[src/tpc_pkg.sv]
// tpc_pkg: register map, field positions and reset values of the
// timer pulse/capture unit.
// assumes a 32-bit APB slave with one register per aligned word.
package tpc_pkg;
    // ----------------------------------------------------------------
    // register byte offsets
    // ----------------------------------------------------------------
    localparam logic [7:0] TPC_OFS_CTRL0 = 8'h00;
    localparam logic [7:0] TPC_OFS_CTRL1 = 8'h04;
    localparam logic [7:0] TPC_OFS_CH0 = 8'h08;
    localparam logic [7:0] TPC_OFS_CH1 = 8'h0c;
    localparam logic [7:0] TPC_OFS_COUNT = 8'h10;
    localparam logic [7:0] TPC_OFS_OSTOP = 8'h14;
    localparam logic [7:0] TPC_OFS_XIRQ = 8'h18;
    localparam logic [7:0] TPC_OFS_CEDGE = 8'h1c;
    localparam logic [7:0] TPC_OFS_PIN = 8'h20;
    // ----------------------------------------------------------------
    // timer_control_primary fields
    // ----------------------------------------------------------------
    localparam int TPC_C0_CSE = 0;
    localparam int TPC_C0_CE = 1;
    localparam int TPC_C0_CS_LO = 4;
    localparam int TPC_C0_OVF = 7;
    // ----------------------------------------------------------------
    // timer_control_secondary fields
    // ----------------------------------------------------------------
    localparam int TPC_C1_MS0 = 0;
    localparam int TPC_C1_MS1 = 1;
    localparam int TPC_C1_MATCH_CLEAR_ENABLE = 3;
    localparam int TPC_C1_ALV = 5;
    localparam int TPC_C1_ENT = 6;
    localparam int TPC_C1_OST = 7;
    // ----------------------------------------------------------------
    // other fields, reset values and edge codes
    // ----------------------------------------------------------------
    localparam int TPC_OS_EN = 0;
    localparam int TPC_OS_LATCH = 1;
    localparam int TPC_PIN_MODE = 0;
    localparam int TPC_PIN_FUNC = 1;
    localparam logic [7:0] TPC_CTRL_RST = 8'h00;
    localparam logic [15:0] TPC_CNT_ZERO = 16'h0000;
    localparam logic [15:0] TPC_CNT_MAX = 16'hffff;
    localparam logic [1:0] TPC_EDGE_FALL = 2'h0;
    localparam logic [1:0] TPC_EDGE_RISE = 2'h1;
    localparam logic [1:0] TPC_EDGE_NONE = 2'h2;
    localparam logic [1:0] TPC_EDGE_BOTH = 2'h3;
    localparam int TPC_FILT_SAMPLES = 2;
endpackage

[src/tpc_timer.sv]
// tpc_timer: 16-bit free-running timer with two capture/compare channels,
// pulse output with polarity, emergency stop and an APB register file.
// assumes all pins synchronous to core_clk; pad logic resolves the pin.
//
// The register offsets and the APB slave port were decided locally.
`timescale 1ns/100ps
`default_nettype none
module tpc_timer
    import tpc_pkg::*;
#(
    parameter int CNT_W = 16,
    parameter int DIV_W = 8
)
(
    // clock and reset
    input wire logic core_clk,
    input wire logic srst,
    // apb slave
    input wire logic psel,
    input wire logic penable,
    input wire logic pwrite,
    input wire logic [7:0] paddr,
    input wire logic [31:0] pwdata,
    output logic [31:0] prdata,
    output logic pready,
    output logic pslverr,
    // external inputs
    input wire logic chan0_trigger_in,
    input wire logic chan1_trigger_in,
    input wire logic emergency_stop_in,
    // pulse output pin
    output logic pulse_out_pin,
    output logic pulse_out_oe,
    // events
    output logic chan0_irq,
    output logic chan1_irq,
    output logic overflow_irq
);
    if (CNT_W != 16 || DIV_W < 8 || DIV_W > 16)
        $error("tpc_timer: unsupported CNT_W or DIV_W");

    // ----------------------------------------------------------------
    // registers and declarations
    // ----------------------------------------------------------------
    logic [7:0] ctrl0_q;
    logic [7:0] ctrl1_q;
    logic [1:0] xirq_q;
    logic [3:0] cedge_q;
    logic [1:0] pin_q;
    logic ostop_en_q;
    logic stop_latch_q;
    logic [CNT_W-1:0] cnt_q;
    logic [CNT_W-1:0] cc_q [2];
    logic fresh_q;
    logic run_q;
    logic [DIV_W-1:0] div_q;
    logic active_q;
    logic [1:0] chan_irq_q;
    logic ovf_irq_q;
    logic out_q;
    logic oe_q;
    logic [31:0] prdata_q;
    logic pready_q;
    logic pslverr_q;

    logic wr;
    logic rd;
    logic cse;
    logic ce;
    logic tick;
    logic step;
    logic [1:0] cmp_mode;
    logic [1:0] match;
    logic [1:0] cap_edge;
    logic clr_match;
    logic wrap;
    logic ovf_evt;
    logic stop_edge;
    logic out_mode;
    logic [DIV_W-1:0] div_mask;
    logic [31:0] rd_mux;
    logic rd_hit;

    assign wr = psel && penable && pready_q && pwrite;
    assign rd = psel && penable && pready_q && !pwrite;
    assign cse = ctrl0_q[TPC_C0_CSE];
    assign ce = ctrl0_q[TPC_C0_CE];
    // each channel follows its own mode bit: 1 compare, 0 capture
    assign cmp_mode = {ctrl1_q[TPC_C1_MS1], ctrl1_q[TPC_C1_MS0]};
    assign out_mode = pin_q[TPC_PIN_MODE] && pin_q[TPC_PIN_FUNC];

    // ----------------------------------------------------------------
    // count clock
    // ----------------------------------------------------------------
    // the select field picks a power-of-two divide of core_clk
    assign div_mask = DIV_W'((DIV_W'(1) << ctrl0_q[TPC_C0_CS_LO +: 3]) - DIV_W'(1));
    assign tick = (div_q & div_mask) == '0;
    assign step = cse && ce && run_q && tick;

    always_ff @(posedge core_clk)
    begin
        if (srst || !cse || !ce)
            div_q <= '0;
        else
            div_q <= div_q + DIV_W'(1);
    end

    // ----------------------------------------------------------------
    // main counter
    // ----------------------------------------------------------------
    // 0000h reached by a clear or by starting is never a match
    genvar gi;
    for (gi = 0; gi < 2; gi++)
    begin : g_match
        assign match[gi] = step && cmp_mode[gi] && fresh_q && (cnt_q == cc_q[gi]);
    end
    assign clr_match = match[0] && ctrl1_q[TPC_C1_MATCH_CLEAR_ENABLE];
    assign wrap = step && (cnt_q == TPC_CNT_MAX);
    assign ovf_evt = wrap && !clr_match;

    always_ff @(posedge core_clk)
    begin
        if (srst || !cse)
        begin
            cnt_q <= TPC_CNT_ZERO;
            fresh_q <= 1'b0;
        end
        else if (!ce)
        begin
            // stopping by the enable is a clear, not an overflow
            cnt_q <= TPC_CNT_ZERO;
            fresh_q <= 1'b0;
        end
        else if (step)
        begin
            if (clr_match)
            begin
                cnt_q <= TPC_CNT_ZERO;
                fresh_q <= 1'b0;
            end
            else
            begin
                cnt_q <= cnt_q + CNT_W'(1);
                fresh_q <= 1'b1;
            end
        end
    end

    // overflow halt; restarted by writing the count enable to 1 or by clearing cse
    always_ff @(posedge core_clk)
    begin
        if (srst || !cse)
            run_q <= 1'b1;
        else if (wr && paddr == TPC_OFS_CTRL0 && pwdata[TPC_C0_CE])
            run_q <= 1'b1;
        else if (ovf_evt && ctrl1_q[TPC_C1_OST])
            run_q <= 1'b0;
    end

    // ----------------------------------------------------------------
    // capture/compare channels
    // ----------------------------------------------------------------
    tpc_edge_det u_cap0 (
        .core_clk(core_clk),
        .srst(srst),
        .clr(!cse),
        .tick(tick),
        .sig(chan0_trigger_in),
        .edge_sel(cedge_q[1:0]),
        .edge_pulse(cap_edge[0])
    );

    tpc_edge_det u_cap1 (
        .core_clk(core_clk),
        .srst(srst),
        .clr(!cse),
        .tick(tick),
        .sig(chan1_trigger_in),
        .edge_sel(cedge_q[3:2]),
        .edge_pulse(cap_edge[1])
    );

    for (gi = 0; gi < 2; gi++)
    begin : g_chan
        logic cap_ok;
        logic rd_self;
        assign cap_ok = !cmp_mode[gi] && ce && run_q && cap_edge[gi];
        assign rd_self = rd && (paddr == (gi == 0 ? TPC_OFS_CH0 : TPC_OFS_CH1));

        always_ff @(posedge core_clk)
        begin
            if (srst || !cse)
                cc_q[gi] <= TPC_CNT_ZERO;
            else if (cap_ok && !rd_self)
                cc_q[gi] <= cnt_q;
            else if (wr && paddr == (gi == 0 ? TPC_OFS_CH0 : TPC_OFS_CH1))
                cc_q[gi] <= pwdata[CNT_W-1:0];
        end

        always_ff @(posedge core_clk)
        begin
            if (srst || !cse)
                chan_irq_q[gi] <= 1'b0;
            else
                chan_irq_q[gi] <= cmp_mode[gi] ? match[gi] : cap_ok;
        end
    end

    // ----------------------------------------------------------------
    // pulse output and emergency stop
    // ----------------------------------------------------------------
    always_ff @(posedge core_clk)
    begin
        if (srst || !cse)
            active_q <= 1'b0;
        else if (match[1])
            active_q <= 1'b0;
        else if (match[0])
            active_q <= 1'b1;
    end

    tpc_edge_det u_stop (
        .core_clk(core_clk),
        .srst(srst),
        .clr(1'b0),
        .tick(1'b1),
        .sig(emergency_stop_in),
        .edge_sel(xirq_q),
        .edge_pulse(stop_edge)
    );

    always_ff @(posedge core_clk)
    begin
        if (srst)
            stop_latch_q <= 1'b0;
        else if (out_mode && ostop_en_q && stop_edge)
            stop_latch_q <= 1'b1;
        else if (!ostop_en_q)
            stop_latch_q <= 1'b0;
    end

    // glitches on simultaneous enable/polarity writes are avoided by
    // registering the pin, but software still must not rely on that
    always_ff @(posedge core_clk)
    begin
        if (srst)
        begin
            out_q <= 1'b1;
            oe_q <= 1'b0;
        end
        else
        begin
            out_q <= (ctrl1_q[TPC_C1_ENT] && active_q) ? ctrl1_q[TPC_C1_ALV]
                : !ctrl1_q[TPC_C1_ALV];
            oe_q <= out_mode && !stop_latch_q;
        end
    end

    // ----------------------------------------------------------------
    // register file
    // ----------------------------------------------------------------
    always_ff @(posedge core_clk)
    begin
        if (srst)
        begin
            ctrl0_q <= TPC_CTRL_RST;
            ctrl1_q <= TPC_CTRL_RST;
            xirq_q <= TPC_EDGE_FALL;
            cedge_q <= '0;
            pin_q <= '0;
            ostop_en_q <= 1'b0;
        end
        else
        begin
            if (wr && paddr == TPC_OFS_CTRL0)
            begin
                ctrl0_q[6:0] <= pwdata[6:0];
                ctrl0_q[TPC_C0_OVF] <= ovf_evt || (ctrl0_q[TPC_C0_OVF] && pwdata[TPC_C0_OVF]);
            end
            else if (ovf_evt)
                ctrl0_q[TPC_C0_OVF] <= 1'b1;
            if (wr && paddr == TPC_OFS_CTRL1)
                ctrl1_q <= pwdata[7:0];
            if (wr && paddr == TPC_OFS_XIRQ)
                xirq_q <= pwdata[1:0];
            if (wr && paddr == TPC_OFS_CEDGE)
                cedge_q <= pwdata[3:0];
            if (wr && paddr == TPC_OFS_PIN)
                pin_q <= pwdata[1:0];
            if (wr && paddr == TPC_OFS_OSTOP)
                ostop_en_q <= pwdata[TPC_OS_EN];
        end
    end

    always_comb
    begin
        rd_mux = '0;
        rd_hit = 1'b1;
        unique case (paddr)
            TPC_OFS_CTRL0: rd_mux[7:0] = ctrl0_q;
            TPC_OFS_CTRL1: rd_mux[7:0] = ctrl1_q;
            TPC_OFS_CH0: rd_mux[CNT_W-1:0] = cc_q[0];
            TPC_OFS_CH1: rd_mux[CNT_W-1:0] = cc_q[1];
            TPC_OFS_COUNT: rd_mux[CNT_W-1:0] = cnt_q;
            TPC_OFS_OSTOP: rd_mux[1:0] = {stop_latch_q, ostop_en_q};
            TPC_OFS_XIRQ: rd_mux[1:0] = xirq_q;
            TPC_OFS_CEDGE: rd_mux[3:0] = cedge_q;
            TPC_OFS_PIN: rd_mux[1:0] = pin_q;
            default: rd_hit = 1'b0;
        endcase
    end

    // no wait state: data is sampled in the setup cycle
    always_ff @(posedge core_clk)
    begin
        if (srst)
        begin
            prdata_q <= '0;
            pready_q <= 1'b0;
            pslverr_q <= 1'b0;
        end
        else
        begin
            pready_q <= psel && !penable;
            pslverr_q <= psel && !penable && !rd_hit;
            prdata_q <= (psel && !penable && !pwrite) ? rd_mux : '0;
        end
    end

    always_ff @(posedge core_clk)
    begin
        if (srst || !cse)
            ovf_irq_q <= 1'b0;
        else
            ovf_irq_q <= ovf_evt;
    end

    assign prdata = prdata_q;
    assign pready = pready_q;
    assign pslverr = pslverr_q;
    assign pulse_out_pin = out_q;
    assign pulse_out_oe = oe_q;
    assign chan0_irq = chan_irq_q[0];
    assign chan1_irq = chan_irq_q[1];
    assign overflow_irq = ovf_irq_q;

    // ----------------------------------------------------------------
    // assertions
    // ----------------------------------------------------------------
    property p_set_on_match0;
        @(posedge core_clk) disable iff (srst)
        (match[0] && !match[1]) |=> active_q;
    endproperty
    a_set_on_match0: assert property (p_set_on_match0) else $error("no set on match0");

    property p_equal_inactive;
        @(posedge core_clk) disable iff (srst)
        (match[0] && match[1]) |=> !active_q;
    endproperty
    a_equal_inactive: assert property (p_equal_inactive) else $error("equal match not inactive");

    property p_level;
        @(posedge core_clk) disable iff (srst)
        (ctrl1_q[TPC_C1_ENT] && active_q) |=> (out_q == $past(ctrl1_q[TPC_C1_ALV]));
    endproperty
    a_level: assert property (p_level) else $error("wrong active level");

    property p_disabled;
        @(posedge core_clk) disable iff (srst)
        !ctrl1_q[TPC_C1_ENT] |=> (out_q != $past(ctrl1_q[TPC_C1_ALV]));
    endproperty
    a_disabled: assert property (p_disabled) else $error("disabled level wrong");

    property p_stop_float;
        @(posedge core_clk) disable iff (srst)
        (out_mode && ostop_en_q && stop_edge) |=> ##1 !oe_q;
    endproperty
    a_stop_float: assert property (p_stop_float) else $error("stop edge ignored");

    property p_stop_release;
        @(posedge core_clk) disable iff (srst)
        (stop_latch_q && !ostop_en_q && out_mode) ##1 out_mode |=> oe_q;
    endproperty
    a_stop_release: assert property (p_stop_release) else $error("stop not released");

    property p_clr_zero;
        @(posedge core_clk) disable iff (srst)
        clr_match |=> (cnt_q == TPC_CNT_ZERO) && chan0_irq;
    endproperty
    a_clr_zero: assert property (p_clr_zero) else $error("match clear failed");

    property p_wrap;
        @(posedge core_clk) disable iff (srst)
        ovf_evt |=> (cnt_q == TPC_CNT_ZERO) && ctrl0_q[TPC_C0_OVF] && overflow_irq;
    endproperty
    a_wrap: assert property (p_wrap) else $error("overflow not flagged");

    property p_capture;
        @(posedge core_clk) disable iff (srst)
        (g_chan[0].cap_ok && !g_chan[0].rd_self) |=> (cc_q[0] == $past(cnt_q)) && chan0_irq;
    endproperty
    a_capture: assert property (p_capture) else $error("capture lost");

    property p_read_hold;
        @(posedge core_clk) disable iff (srst)
        (g_chan[1].cap_ok && g_chan[1].rd_self) |=> $stable(cc_q[1]) && chan1_irq;
    endproperty
    a_read_hold: assert property (p_read_hold) else $error("capture during read");

    property p_cse_reset;
        @(posedge core_clk) disable iff (srst)
        !cse |=> (cnt_q == TPC_CNT_ZERO) && !active_q;
    endproperty
    a_cse_reset: assert property (p_cse_reset) else $error("not held reset");

    c_pwm: cover property (@(posedge core_clk) disable iff (srst) match[0] ##[1:300] match[1]);
    c_capture: cover property (@(posedge core_clk) disable iff (srst) g_chan[0].cap_ok);
    c_stop: cover property (@(posedge core_clk) disable iff (srst) stop_latch_q ##1 !stop_latch_q);
    c_ovf: cover property (@(posedge core_clk) disable iff (srst) ovf_evt);
endmodule
`default_nettype wire

[src/tpc_edge_det.sv]
// tpc_edge_det: sampled edge detector with a two-sample stability filter.
// assumes sig is synchronous to core_clk; tick paces the sampling.
`timescale 1ns/100ps
`default_nettype none
module tpc_edge_det
    import tpc_pkg::*;
(
    // clock and reset
    input wire logic core_clk,
    input wire logic srst,
    input wire logic clr,
    // sampling
    input wire logic tick,
    input wire logic sig,
    input wire logic [1:0] edge_sel,
    // result
    output logic edge_pulse
);
    logic [TPC_FILT_SAMPLES-1:0] smp_q;
    logic stable_q;
    logic settled;
    logic rise;
    logic fall;

    // a new level counts only after it held for two sample ticks
    assign settled = (smp_q == {TPC_FILT_SAMPLES{smp_q[0]}}) && (smp_q[0] != stable_q);
    assign rise = tick && settled && smp_q[0];
    assign fall = tick && settled && !smp_q[0];

    always_ff @(posedge core_clk)
    begin
        if (srst || clr)
        begin
            smp_q <= '0;
            stable_q <= 1'b0;
        end
        else if (tick)
        begin
            smp_q <= {smp_q[TPC_FILT_SAMPLES-2:0], sig};
            if (settled)
                stable_q <= smp_q[0];
        end
    end

    always_comb
    begin
        unique case (edge_sel)
            TPC_EDGE_FALL: edge_pulse = fall;
            TPC_EDGE_RISE: edge_pulse = rise;
            TPC_EDGE_NONE: edge_pulse = 1'b0;
            TPC_EDGE_BOTH: edge_pulse = rise || fall;
        endcase
    end
endmodule
`default_nettype wire

[config.mk]
export PLATFORM = sky130hd
export DESIGN_NAME = tpc_timer
export DESIGN_NICKNAME = d
export VERILOG_FILES = /design/src/tpc_pkg.sv /design/src/tpc_timer.sv /design/src/tpc_edge_det.sv
export SDC_FILE = /design/constraint.sdc
export NUM_CORES = 1
export LEC_CHECK = 0
export ABC_CLOCK_PERIOD_IN_PS = 3700
export BUFFER_PORTS_ARGS = -buffer_cell sky130_fd_sc_hd__buf_2
export CORE_MARGIN = 8
export CORE_UTILIZATION = 35
export CTS_CLUSTER_SIZE = 20
export DETAILED_ROUTE_END_ITERATION = 7
export PLACE_DENSITY = 0.6
export SLEW_MARGIN = 15
export SYNTH_ARGS = -nofsm -noshare
export SYNTH_HDL_FRONTEND = slang
export SYNTH_HIERARCHICAL = 1
export SYNTH_SLANG_ARGS = --single-unit
[constraint.sdc]
create_clock -name core_clk -period 3.7 [get_ports core_clk]
set_clock_uncertainty 0.1 [all_clocks]
set_input_delay 0 -clock core_clk [delete_from_list [all_inputs] [get_ports core_clk]]
set_output_delay 0 -clock core_clk [all_outputs]
set_load 0.01 [all_outputs]
After elaboration in Yosys (flattened, before gate mapping)
Memory sizes are Yosys's and may differ from the RTL's. Cells that the tools add are included.

Word-level logic and storage cells: 194. RAM bits: 32. Memories kept: 1. Flip-flop bits (word level): 101. Output and inout port bits: 39.

Reduce and logical (&&, ||, !) cells: 90. $add $sub $neg: 3. Equal/unequal tests: 27. Shifts and indexed selects: 1. Bitwise logic cells: 7. Muxes and demuxes: 37.

Memory list: cc_q (depth 2, bits a word 16, read ports 2, clocked after Yosys merged registers in 0, write ports 2, RTL line tpc_timer.sv:53) `logic [CNT_W-1:0] cc_q [2];`.

Operators by type and width (count): $mux W16 (5); $logic_and A1 B1 Y1 (56); $eq A16 B16 Y1 (2); $eq A8 B5 Y1 const B (4); $mux W1 (25); $pmux W8 S3 (1); $pmux W4 S5 (1); $pmux W2 S9 (1); $add A16 B1 Y16 const B (1); $eq A16 B16 Y1 const B (1); $eq A8 B4 Y1 const B (2); $logic_not A8 Y1 (2); $logic_not A1 Y1 (15); $eq A2 B2 Y1 const B (6); $pmux W1 S4 (3); $pmux W2 S6 (1); $reduce_or A9 Y1 (1); $add A8 B1 Y8 const B (1); $and A8 B8 Y8 (1); $eq A8 B3 Y1 const B (1); $eq A8 B6 Y1 const B (1); $reduce_or A2 Y1 (4); $shl A1 B3 Y8 const A (1); $sub A8 B2 Y8 const B (1); 10 further kinds (28).

Logic depth before layout (Yosys ltp)
Gate-level depths: netlist (run 1).

Depth in word-level cells: 15. Mapped depth: 10. Mapped depth without buffers: 9.

Hierarchy
The synthesis (run 1) kept the hierarchy.

Modules (own cells, without submodules): tpc_timer (area each 5258.8 µm², cells an instance 556, instances 1, sequential area each 2462.4 µm²); tpc_edge_det (area each 162.7 µm², cells an instance 17, instances 3, sequential area each 60.1 µm²).

Worst setup path before layout (run 1)
Ideal clock, no wire load.

Kind: register to register. Start: reg div_q[2]. End: mem cc_q[0][8] (data pin). Data arrival time: 2.925 ns. Setup time: 0.132 ns. Data required time: 3.468 ns. Slack: 0.543 ns. Clock period less this slack: 3.157 ns. Stages on the path, launching flop included: 11. Cell sequence: dfxtp_1 -> o41ai_2 -> o21ai_1 -> nor2_1 -> nand2b_1 -> o32ai_1 -> nor3b_1 -> nand2_1 -> a21oi_1 -> buf_2 -> a22o_1.

RTL lines: from (decl) (RTL line tpc_timer.sv:56) `logic [DIV_W-1:0] div_q;`; from (signal assigned) (RTL line tpc_timer.sv:105) `div_q <= div_q + DIV_W'(1);`; to (decl) (RTL line tpc_timer.sv:53).

==> results.json, run 1 <==
{
  "status": "finished, final reports clean",
  "die-area_um2": 20800,
  "ir_worst_vdd_v": 0.000321,
  "yosysSeqAreaShare_pct": 46.0,
  "multi_input_area_um2": 2870,
  "clock_power_share_pct": 49.7,
  "gp_congestion": 0.906,
  "cts_htree_levels": 4,
  "synth_top_area_cell": "dfxtp_1",
  "synthArstFlopShare_pct": 0,
  "hpwl_um": 11900,
  "max_freq_mhz": 307,
  "yosysUniqueCellTypes": 58,
  "firstDrtPassIters": 7,
  "path_common_cell": "buf_4",
  "cp_top_family": "simple AND/OR/NAND/NOR gates",
  "yosys_register_bits": 116,
  "cts_root_buf": "clkbuf_16",
  "cts_sinks": 116,
  "track_usage_pct": 16.5,
  "first_iter_violations": 513,
  "hold_end": "pin_q[0]$_SDFFE_PP0P_",
  "min_path_type": "input port to register",
  "synth_top_area_share_pct": 29.3,
  "vias": 4982,
  "cpPeakStageDelay_ps": 530,
  "grt_pass1_vias": 4886,
  "syn_inst": 607,
  "synth_ff_type": "dfxtp_1",
  "grt_overflow_total": 0,
  "r2r_slack_ps": 440,
  "grt_setup_unrepaired": "false",
  "worstReg2RegEnd": "cc_q[1][6]$_SDFFCE_PN0P_",
  "mostFrequentLayoutCells": "dfxtp_1, nand2_1, nor2_1",
  "route.detailed.drc": 0,
  "hold_path_startpoint": "paddr[7]",
  "synth_area_per_cell_um2": 9.47,
  "path_class": "register to register",
  "clk_pin_slew_ps": 50,
  "p_comb_share_pct": 3.5,
  "synth_area_um2": 5750,
  "finalMaxSlewViolations": 0,
  "die_y_um": 144,
  "tightest_slew_ps": 948,
  "ios": 87,
  "wl_um": 16600,
  "n_antenna_cell": 0,
  "sw_frac_of_total_pct": 21.1,
  "start_util_pct": 35.3,
  "period_needed_ps": 3260,
  "p_leak_uw": 0.00262,
  "arrival_ps": 3250,
  "register_area_um2": 2640,
  "slew_headroom_pct": 36.3,
  "clk_latency_ps": 410,
  "path_cells": "o41ai_2, o21ai_1, nor2_1, buf_4, nand4b_1, o32ai_1, nor3b_1, mux2i_1, nand2_1, buf_4",
  "whs_ps": 34.6,
  "post_drt_wl_per_cell_um": 17.9,
  "timing.rr.start": "div_q[2]$_SDFF_PP0_",
  "final-hold-violation-count": 0,
  "synth_edf_count": 32,
  "nFillCells": 1614,
  "cts_resized": 0,
  "clock_path_buffers": 2,
  "coreArea_um2": 16300,
  "power_switching_uw": 587,
  "grt_pass1_wl_um": 26300,
  "grt_max_degree": 43,
  "final_antenna_net_count": 0,
  "final_common_cell": "dfxtp_1",
  "power.density_nw_per_um2": 397,
  "cts_tree": "done",
  "final.setup.tns_ps": 0,
  "intPower_uw": 2190,
  "maxCapViolCount": 0,
  "finalSetupViolCount": 0,
  "nets": 745,
  "cts_buffers": 17,
  "crit_path_top_delay_cell": "nor3b_1",
  "path_buf_inv": 2,
  "die_w_um": 144,
  "vias_per_cell": 5.37,
  "area_growth_pct": 21.8,
  "synth.area.top_cells": "dfxtp_1, edfxtp_1, xnor2_1",
  "ys_warn_count": 6,
  "antenna_found_initial": 0,
  "rows": 47,
  "rr_worst_depth": 10,
  "critPathCaptureType": "register",
  "power_frac_seq_pct": 46.8,
  "port_buffers": 54,
  "critical_path_peak_fanout": 16,
  "timing.final.crit_share_pct": 88.0,
  "start_kind": "register",
  "crit_required_ps": 3690,
  "min_path_cells": 5,
  "drive_gt1_share_pct": 15.1
}
[logic make-up (layout without fill, tap and decap cells)]
group           Yosys count  after routing  synth area share, %
xor+xnor                 48             48                 7.32
simple gates            226            226                 20.1
fa+ha+maj                 2              2                0.435
mux                      18             18                 3.14
other cells               2             25                0.131
buf+inv                  62            140                 5.64
compound gates          133            133                 17.2
flops                   116            116                 46.0
[worst max-delay path by stage]
stage | slack [ps] | from | to | cells after the start
2_1_floorplan | 540 | div_q[2]$_SDFF_PP0_ | cc_q[0][8]$_DFFE_PP_ | 10
3_3_place_gp | 550 | div_q[2]$_SDFF_PP0_ | cc_q[1][14]$_SDFFCE_PN0P_ | 10
3_5_place_dp | 520 | div_q[2]$_SDFF_PP0_ | cc_q[1][9]$_SDFFCE_PN0P_ | 10
4_1_cts | 450 | div_q[2]$_SDFF_PP0_ | cc_q[1][6]$_SDFFCE_PN0P_ | 10
5_1_grt | 220 | div_q[2]$_SDFF_PP0_ | cc_q[1][7]$_SDFFCE_PN0P_ | 10
6_report | 440 | div_q[2]$_SDFF_PP0_ | cc_q[1][6]$_SDFFCE_PN0P_ | 10
[through the flow]
step                worst slack (ps)  utilization [%]  power [µW]  std cells  cell area [µm²]
CTS                              454             43.0        2790        928             7000
global placement                 550             38.1        1400        866             6210
detailed placement               516             38.1        1400        866             6210
floorplan                        543                -        1370        630             5830
finish                           443             43.0        2780        928             7000
global route                     222             43.0        2870        928             7000
[power by group through the flow]
stage | Sequential (µW) | Combinational [µW] | Clock (µW)
3_3_place_gp | 1330 | 69.7 | 0
2_1_floorplan | 1330 | 44.6 | 0
5_1_grt | 1300 | 105 | 1470
4_1_cts | 1300 | 95.3 | 1390
6_report | 1300 | 97.4 | 1380
3_5_place_dp | 1330 | 71.2 | 0
[cell usage after synthesis (14+ instances only)]
cell       n
a21oi_1   37
a22o_1    32
clkbuf_1  20
mux2i_1   18
nand2_1   60
buf_4     18
nand3_1   30
dfxtp_1   84
nor2_1    58
xnor2_1   34
xor2_1    14
edfxtp_1  32
[layer usage]
layer	wire (µm)	vias up	global-route usage (%)
met5	0	-	0
met1	6960	2391	20.7
li1	-	2365	-
met4	361	0	6.13
met3	1300	25	4.19
met2	8000	201	26.9
[tightest hold or removal path, cell delays in order]
cell and delay (ps):
buf_2 110, nor2_1 80, nand4_1 150, mux2i_1 90, nor2_1 80
[sequential cells by signal (all words and copies together) (netlist names), 2 cells and up]
signal        flops
xirq_q            2
ctrl0_q           8
div_q             7
cnt_q            16
u_cap0/smp_q      2
prdata           16
cc_q             32
u_stop/smp_q      2
pin_q             2
cedge_q           4
u_cap1/smp_q      2
ctrl1_q           8
[final cells by class]
| cell class | instances | area share, % |
|---|---|---|
| multi-input cells | 452 | 41.0 |
| well taps | 220 | 3.93 |
| flip-flops and latches | 116 | 37.7 |
| clock inverters | 9 | 0.536 |
| clock buffers | 23 | 6.54 |
| repair buffers | 99 | 9.76 |
| inverters | 9 | 0.482 |
[what timing repair did]
action                                 CTS  global route
endpoints found under the hold margin   72             0
hold buffers                            30             0
buffers inserted                         0             0
No activity file was read; power rests on OpenSTA's default activity.
==> run 2, diff against run 1 <==
ABC_AREA = 1   (was not set)
==> run 2 against run 1 <==
  * Worst setup slack gained 360 ps
  * Routed wire length rose by 6.3%
  * Sequential power about the same
  * Final cell count grew 20%
  * Worst hold slack worse by 12 ps
  * Clock power is 14% higher
  * First-iteration DRC count is 16% lower
  * Via count increased by 10%
  * Non-clock buffer count down 12
  * Critical endpoint is now cc_q[1][8]$_SDFFCE_PN0P_
  * Largest cell class unchanged
  * Highest routed layer unchanged
==> results.json, run 2 <==
{
  "cts_tree": "done",
  "finalSetupViolCount": 0,
  "clock_path_buffers": 2,
  "synth_edf_count": 32,
  "mostFrequentLayoutCells": "nand2_1, inv_1, dfxtp_1",
  "vias_per_cell": 4.92,
  "grt_util_met2_pct": 27.4,
  "synth_area_per_cell_um2": 7.71,
  "stdcell_area_um2": 7350,
  "hpwl_um": 12600,
  "cts_root_buf": "clkbuf_16",
  "regMostFlops": "cc_q",
  "timing.rr.start": "ctrl0_q[4]$_SDFFE_PP0P_",
  "synthTopCellsByCount": "nand2_1, inv_1, dfxtp_1, nor2_1, a21oi_1",
  "largest_register_ff_count": 32,
  "start_util_pct": 35.4,
  "grt_overflow_total": 0,
  "grt.busiest_layer": "met2",
  "drive_gt1_share_pct": 16.7,
  "arrival_ps": 3050,
  "grt_max_degree": 23,
  "rr_worst_depth": 15,
  "synth_area_um2": 6050,
  "ys_warn_count": 6,
  "tightest_slew_ps": 729,
  "vias": 5492,
  "rows": 48,
  "ir_worst_vdd_v": 0.000264,
  "synth_top_area_cell": "dfxtp_1",
  "cts_resized": 0,
  "wl_um": 17700,
  "dp.cells": 1056,
  "firstDrtPassIters": 7,
  "post_drt_wl_per_cell_um": 15.8,
  "max_freq_mhz": 345,
  "nets": 929,
  "track_usage_pct": 16.8,
  "syn_inst": 785,
  "worstReg2RegEnd": "cc_q[1][8]$_SDFFCE_PN0P_",
  "finalMaxSlewViolations": 0,
  "start_kind": "register",
  "yosysUniqueCellTypes": 47,
  "crit_required_ps": 3850,
  "path_class": "register to register",
  "synth.most_common_cell": "nand2_1",
  "synthSimpleGateAreaFrac_pct": 25.7,
  "power.density_nw_per_um2": 405,
  "final-hold-violation-count": 0,
  "cts_sinks": 116,
  "gp_congestion": 0.865,
  "worstSetupEndpoint": "cc_q[1][8]$_SDFFCE_PN0P_",
  "grt_setup_unrepaired": "false",
  "multi_input_area_um2": 2800,
  "ios": 87,
  "synth.area.top_cells": "dfxtp_1, edfxtp_1, nand2_1",
  "critical_path_peak_fanout": 16,
  "synthArstFlopShare_pct": 0,
  "die_w_um": 147,
  "cts_htree_levels": 4,
  "whs_ps": 22.7,
  "die-area_um2": 21800,
  "slew_headroom_pct": 51.3,
  "r2r_slack_ps": 800,
  "synth_compound_area_share_pct": 15.8,
  "route.detailed.drc": 0,
  "synthAdderAreaFrac_pct": 0.413,
  "clk_latency_ps": 420,
  "final_common_cell": "nand2_1",
  "coreArea_um2": 17100,
  "area_growth_pct": 21.4,
  "min_path_type": "input port to register",
  "first_iter_violations": 430,
  "die_y_um": 147,
  "final_antenna_net_count": 0,
  "clk_pin_slew_ps": 60,
  "placed_cell_area_um2": 6490,
  "synth_xor_area_share_pct": 3.04,
  "cp-startpoint": "ctrl0_q[4]$_SDFFE_PP0P_",
  "timing.final.crit_share_pct": 78.4,
  "synth_ff_type": "dfxtp_1",
  "status": "finished, final reports clean",
  "gr-usage-met1_pct": 20.7,
  "critPathCaptureType": "register",
  "nFillCells": 1758,
  "cts_buffers": 17,
  "synth_top_family_by_area": "simple AND/OR/NAND/NOR gates",
  "port_buffers": 54,
  "yosysSeqAreaShare_pct": 43.7,
  "period_needed_ps": 2900,
  "final_cell_count_no_fill": 1117,
  "maxCapViolCount": 0,
  "grt_pass1_wl_um": 28700,
  "yosys_register_bits": 116,
  "register_area_um2": 2640,
  "antenna_found_initial": 0,
  "p_leak_uw": 0.00295,
  "synth_top_area_share_pct": 27.8,
  "final.setup.tns_ps": 0,
  "muxShareOfSynthArea_pct": 0,
  "met3_usage_pct": 4.28,
  "grt_pass1_vias": 5437,
  "n_antenna_cell": 0
}
[run 2: cell count changes after synthesis, moves of 20 or more]
| cell | previous run | this run |
|---|---|---|
| nor2_1 | 58 | 78 |
| o22ai_1 | 3 | 32 |
| inv_1 | 9 | 104 |
| nand2_1 | 60 | 157 |
| o21ai_0 | 6 | 39 |
| xnor2_1 | 34 | 8 |
| a22o_1 | 32 | 0 |
[run 2: how the worst min path moves through the flow]
stage                              endpoint  cells after the start      start  slack (ps)
floorplan            xirq_q[0]$_SDFFE_PP0P_                      2  pwdata[0]          60
global placement          pready$_SDFF_PP0_                      3       psel         200
detailed placement        pready$_SDFF_PP0_                      3       psel         200
CTS                 ostop_en_q$_SDFFE_PP0P_                      6   paddr[6]         0.7
global route        ostop_en_q$_SDFFE_PP0P_                      6   paddr[6]          70
finish              ostop_en_q$_SDFFE_PP0P_                      6   paddr[6]          20
[run 2: where the power goes]
group | switching, µW | internal [µW]
clock | 586 | 989
sequential | 0.944 | 1300
combinational | 55.2 | 41.0
total | 642 | 2330
[run 2: kinds of logic after synthesis]
family,after synthesis
xor gates and xnor gates,21
DFF,116
AOI/OAI and AO/OA,156
buffers and inverters,155
other,2
and+or+nand+nor,333
adders and majority gates,2
[run 2: repair_timing]
| item | CTS | global route |
|---|---|---|
| buffers inserted | 0 | 0 |
| hold buffers | 29 | 0 |
| endpoints found under the hold margin | 68 | 0 |
[run 2: stage by stage]
stage / power (µW) / setup WS (ps) / utilization, %
global placement: 1400 / 854 / 37.9
detailed placement: 1400 / 834 / 37.9
global route: 3060 / 457 / 42.9
finish: 2970 / 798 / 42.9
CTS: 2990 / 815 / 42.9
floorplan: 1380 / 1050 / -
[run 2: layer usage]
metal | part of all wire (%) | wire (µm)
met3 | 7.2 | 1270
met5 | 0 | 0
met2 | 46 | 8170
met1 | 44 | 7800
met4 | 2.4 | 421
[run 2: cell type report]
| type | count | share of cell area, % |
|---|---|---|
| multi-input combinational | 534 | 38.2 |
| inverter | 123 | 6.32 |
| timing repair buffer | 87 | 8.04 |
| sequential | 116 | 36.0 |
| clock inverter | 10 | 1.06 |
| tap | 225 | 3.83 |
| clock buffer | 22 | 6.61 |
[run 2: worst max-delay path, cell delays in order, from the launching register on]
cell,delay [ps]
dfxtp_1,370
a21oi_1,160
o21ai_0,100
nand2_1,130
nand2_1,70
inv_1,260
nand2_2,110
inv_2,60
nand2_1,40
nand2_1,50
nand2_1,50
inv_1,60
nand4_1,140
a21oi_1,200
nand2_1,460
o22ai_1,350
==> run 3, diff against run 2 <==
ABC_AREA = 0   (was 1)
ABC_CLOCK_PERIOD_IN_PS = 2600   (was 3700)
PLACE_DENSITY = 0.62   (was 0.6)
clock period = 2.6 ns   (was 3.7 ns; I/O delays follow)
==> run 3 against run 2 <==
  * Routed wire length decreased by 0.42%
  * Via count is 6.4% lower
  * Count of clock-buffer cells in the layout down 2
  * Utilization rose by 3.3 points
  * Sequential cell count stayed put
  * Critical path depth shrank 5
  * Final area rose by 2.4%
  * Largest power group unchanged
  * Largest cell class unchanged
  * Maximum frequency rose by 13%
  * Highest routed layer unchanged
==> results.json, run 3 (synthesis results as in run 1) <==
{
  "status": "finished, final reports clean",
  "hpwl_um": 12600,
  "cts_htree_levels": 4,
  "multi_input_area_um2": 2940,
  "first_iter_violations": 450,
  "finalMaxSlewViolations": 0,
  "fin_util_pct": 46.2,
  "regMostFlops": "cc_q",
  "antenna_found_initial": 0,
  "path_common_cell": "buf_4",
  "whs_ps": 67.8,
  "finalSetupViolCount": 0,
  "arrival_ps": 2650,
  "register_area_um2": 2650,
  "tightest_slew_ps": 713,
  "min_path_type": "input port to register",
  "path_cells": "o41ai_4, o21ai_2, nor2_4, nand2b_1, o32ai_2, nor3b_4, buf_4, nor4_4, buf_4, a22o_1",
  "post_drt_wl_per_cell_um": 18.2,
  "clock_path_buffers": 2,
  "area_growth_pct": 30.9,
  "wl_met1_um": 7180,
  "die-area_um2": 20800,
  "die_w_um": 144,
  "cts_tree": "done",
  "clk_latency_ps": 420,
  "coreArea_um2": 16300,
  "crit_path_top_delay_cell": "o41ai_4",
  "grt_max_degree": 43,
  "power.density_nw_per_um2": 581,
  "max_freq_mhz": 388,
  "dr.max_layer_used": "met4",
  "slew_headroom_pct": 52.1,
  "largest_register_ff_count": 32,
  "mostFrequentLayoutCells": "dfxtp_1, nor2_1, nand2_1",
  "min_path_cells": 4,
  "cts_buffers": 17,
  "clk_pin_slew_ps": 50,
  "die_y_um": 144,
  "maxCapViolCount": 0,
  "critical_path_peak_fanout": 6,
  "cts_sinks": 116,
  "met3WireLength_um": 1450,
  "period_needed_ps": 2570,
  "wl_um": 17600,
  "ios": 87,
  "r2r_slack_ps": 30,
  "grt_pass1_vias": 5155,
  "grt_pass1_wl_um": 27000,
  "final_common_cell": "dfxtp_1",
  "route.detailed.drc": 0,
  "start_kind": "register",
  "timing.final.crit_share_pct": 99.0,
  "nets": 781,
  "cts_root_buf": "clkbuf_16",
  "rr_worst_depth": 10,
  "final_antenna_net_count": 0,
  "p_leak_uw": 0.00289,
  "hold_end": "prdata[6]$_SDFF_PP0_",
  "vias_per_cell": 5.33,
  "worstReg2RegEnd": "cc_q[1][13]$_SDFFCE_PN0P_",
  "n_antenna_cell": 0,
  "firstDrtPassIters": 8,
  "nFillCells": 1585,
  "drive_gt1_share_pct": 21.1,
  "hold_path_startpoint": "paddr[3]",
  "critPathCaptureType": "register",
  "gp_congestion": 0.869,
  "path_class": "register to register",
  "start_util_pct": 35.3,
  "timing.rr.start": "div_q[2]$_SDFF_PP0_",
  "grt_overflow_total": 0,
  "wl_met2_um": 8400,
  "port_buffers": 54,
  "ir_worst_vdd_v": 0.000454,
  "track_usage_pct": 17.1,
  "vias": 5140,
  "rows": 47,
  "crit_required_ps": 2670,
  "cpPeakStageDelay_ps": 400,
  "grt_setup_unrepaired": "true",
  "final-hold-violation-count": 0
}
==> run 3: how the worst max path moves through the flow <==
| stage | startpoint | to | slack, ps | depth (start not counted) |
|---|---|---|---|---|
| after floorplan | div_q[2]$_SDFF_PP0_ | cc_q[0][8]$_DFFE_PP_ | 0.8 | 10 |
| after global placement | ctrl0_q[6]$_SDFFE_PP0P_ | cc_q[1][3]$_SDFFCE_PN0P_ | -0.3 | 9 |
| after detailed placement | ctrl0_q[6]$_SDFFE_PP0P_ | cc_q[1][12]$_SDFFCE_PN0P_ | -60 | 9 |
| after CTS | div_q[2]$_SDFF_PP0_ | cc_q[1][10]$_SDFFCE_PN0P_ | 10 | 10 |
| after global routing | div_q[2]$_SDFF_PP0_ | cc_q[0][11]$_DFFE_PP_ | -80 | 10 |
| final | div_q[2]$_SDFF_PP0_ | cc_q[1][13]$_SDFFCE_PN0P_ | 30 | 10 |
==> run 3: per-stage QoR <==
step / instance area, µm² / std cells / TNS (ps) / power (µW) / worst slack, ps
final: 7520 / 964 / 0 / 4370 / 25.9
after floorplan: 5870 / 630 / 0 / 1950 / 0.808
after global placement: 6490 / 893 / -0.256 / 1990 / -0.256
after CTS: 7450 / 960 / 0 / 4400 / 11.3
after detailed placement: 6490 / 893 / -669 / 1990 / -59.6
after global routing: 7520 / 964 / -1870 / 4500 / -79.3
==> run 3: report_power, final <==
group / internal, µW / switching (µW) / leakage, µW
clock network: 1580 / 791 / 0.000286
registers: 1850 / 1.81 / 0.00107
logic: 60.6 / 82.6 / 0.00153
==> run 3: layout make-up <==
type	instances	area share [%]
clock inverter	12	2.15
inverter	9	0.449
clock buffer	20	5.81
tap	220	3.66
multi-input combinational	452	39.1
timing repair buffer	135	13.6
sequential	116	35.2
==> run 3: critical path: cells and delay by family (launching register included) <==
family | cells | cell delay, ps
AO/OA/AOI/OAI | 4 | 980
flip-flops | 1 | 330
AND/OR/NAND/NOR | 4 | 600
buffers and inverters | 2 | 320
==> run 3: layer usage <==
metal | vias to the layer above | track usage (%)
met1 | 2429 | 20.7
met3 | 37 | 4.62
li1 | 2436 | -
met2 | 238 | 27.8
met5 | - | 0
met4 | 0 | 8.21
==> run 3: timing repair <==
item / 4_1_cts / 5_1_grt
gates cloned: 0 / 1
endpoints found under the hold margin: 71 / 0
resized for setup: 3 / 10
pin swaps: 1 / 1
endpoints found under the setup margin: 48 / 64
buffers inserted: 2 / 3
hold buffers: 33 / 0
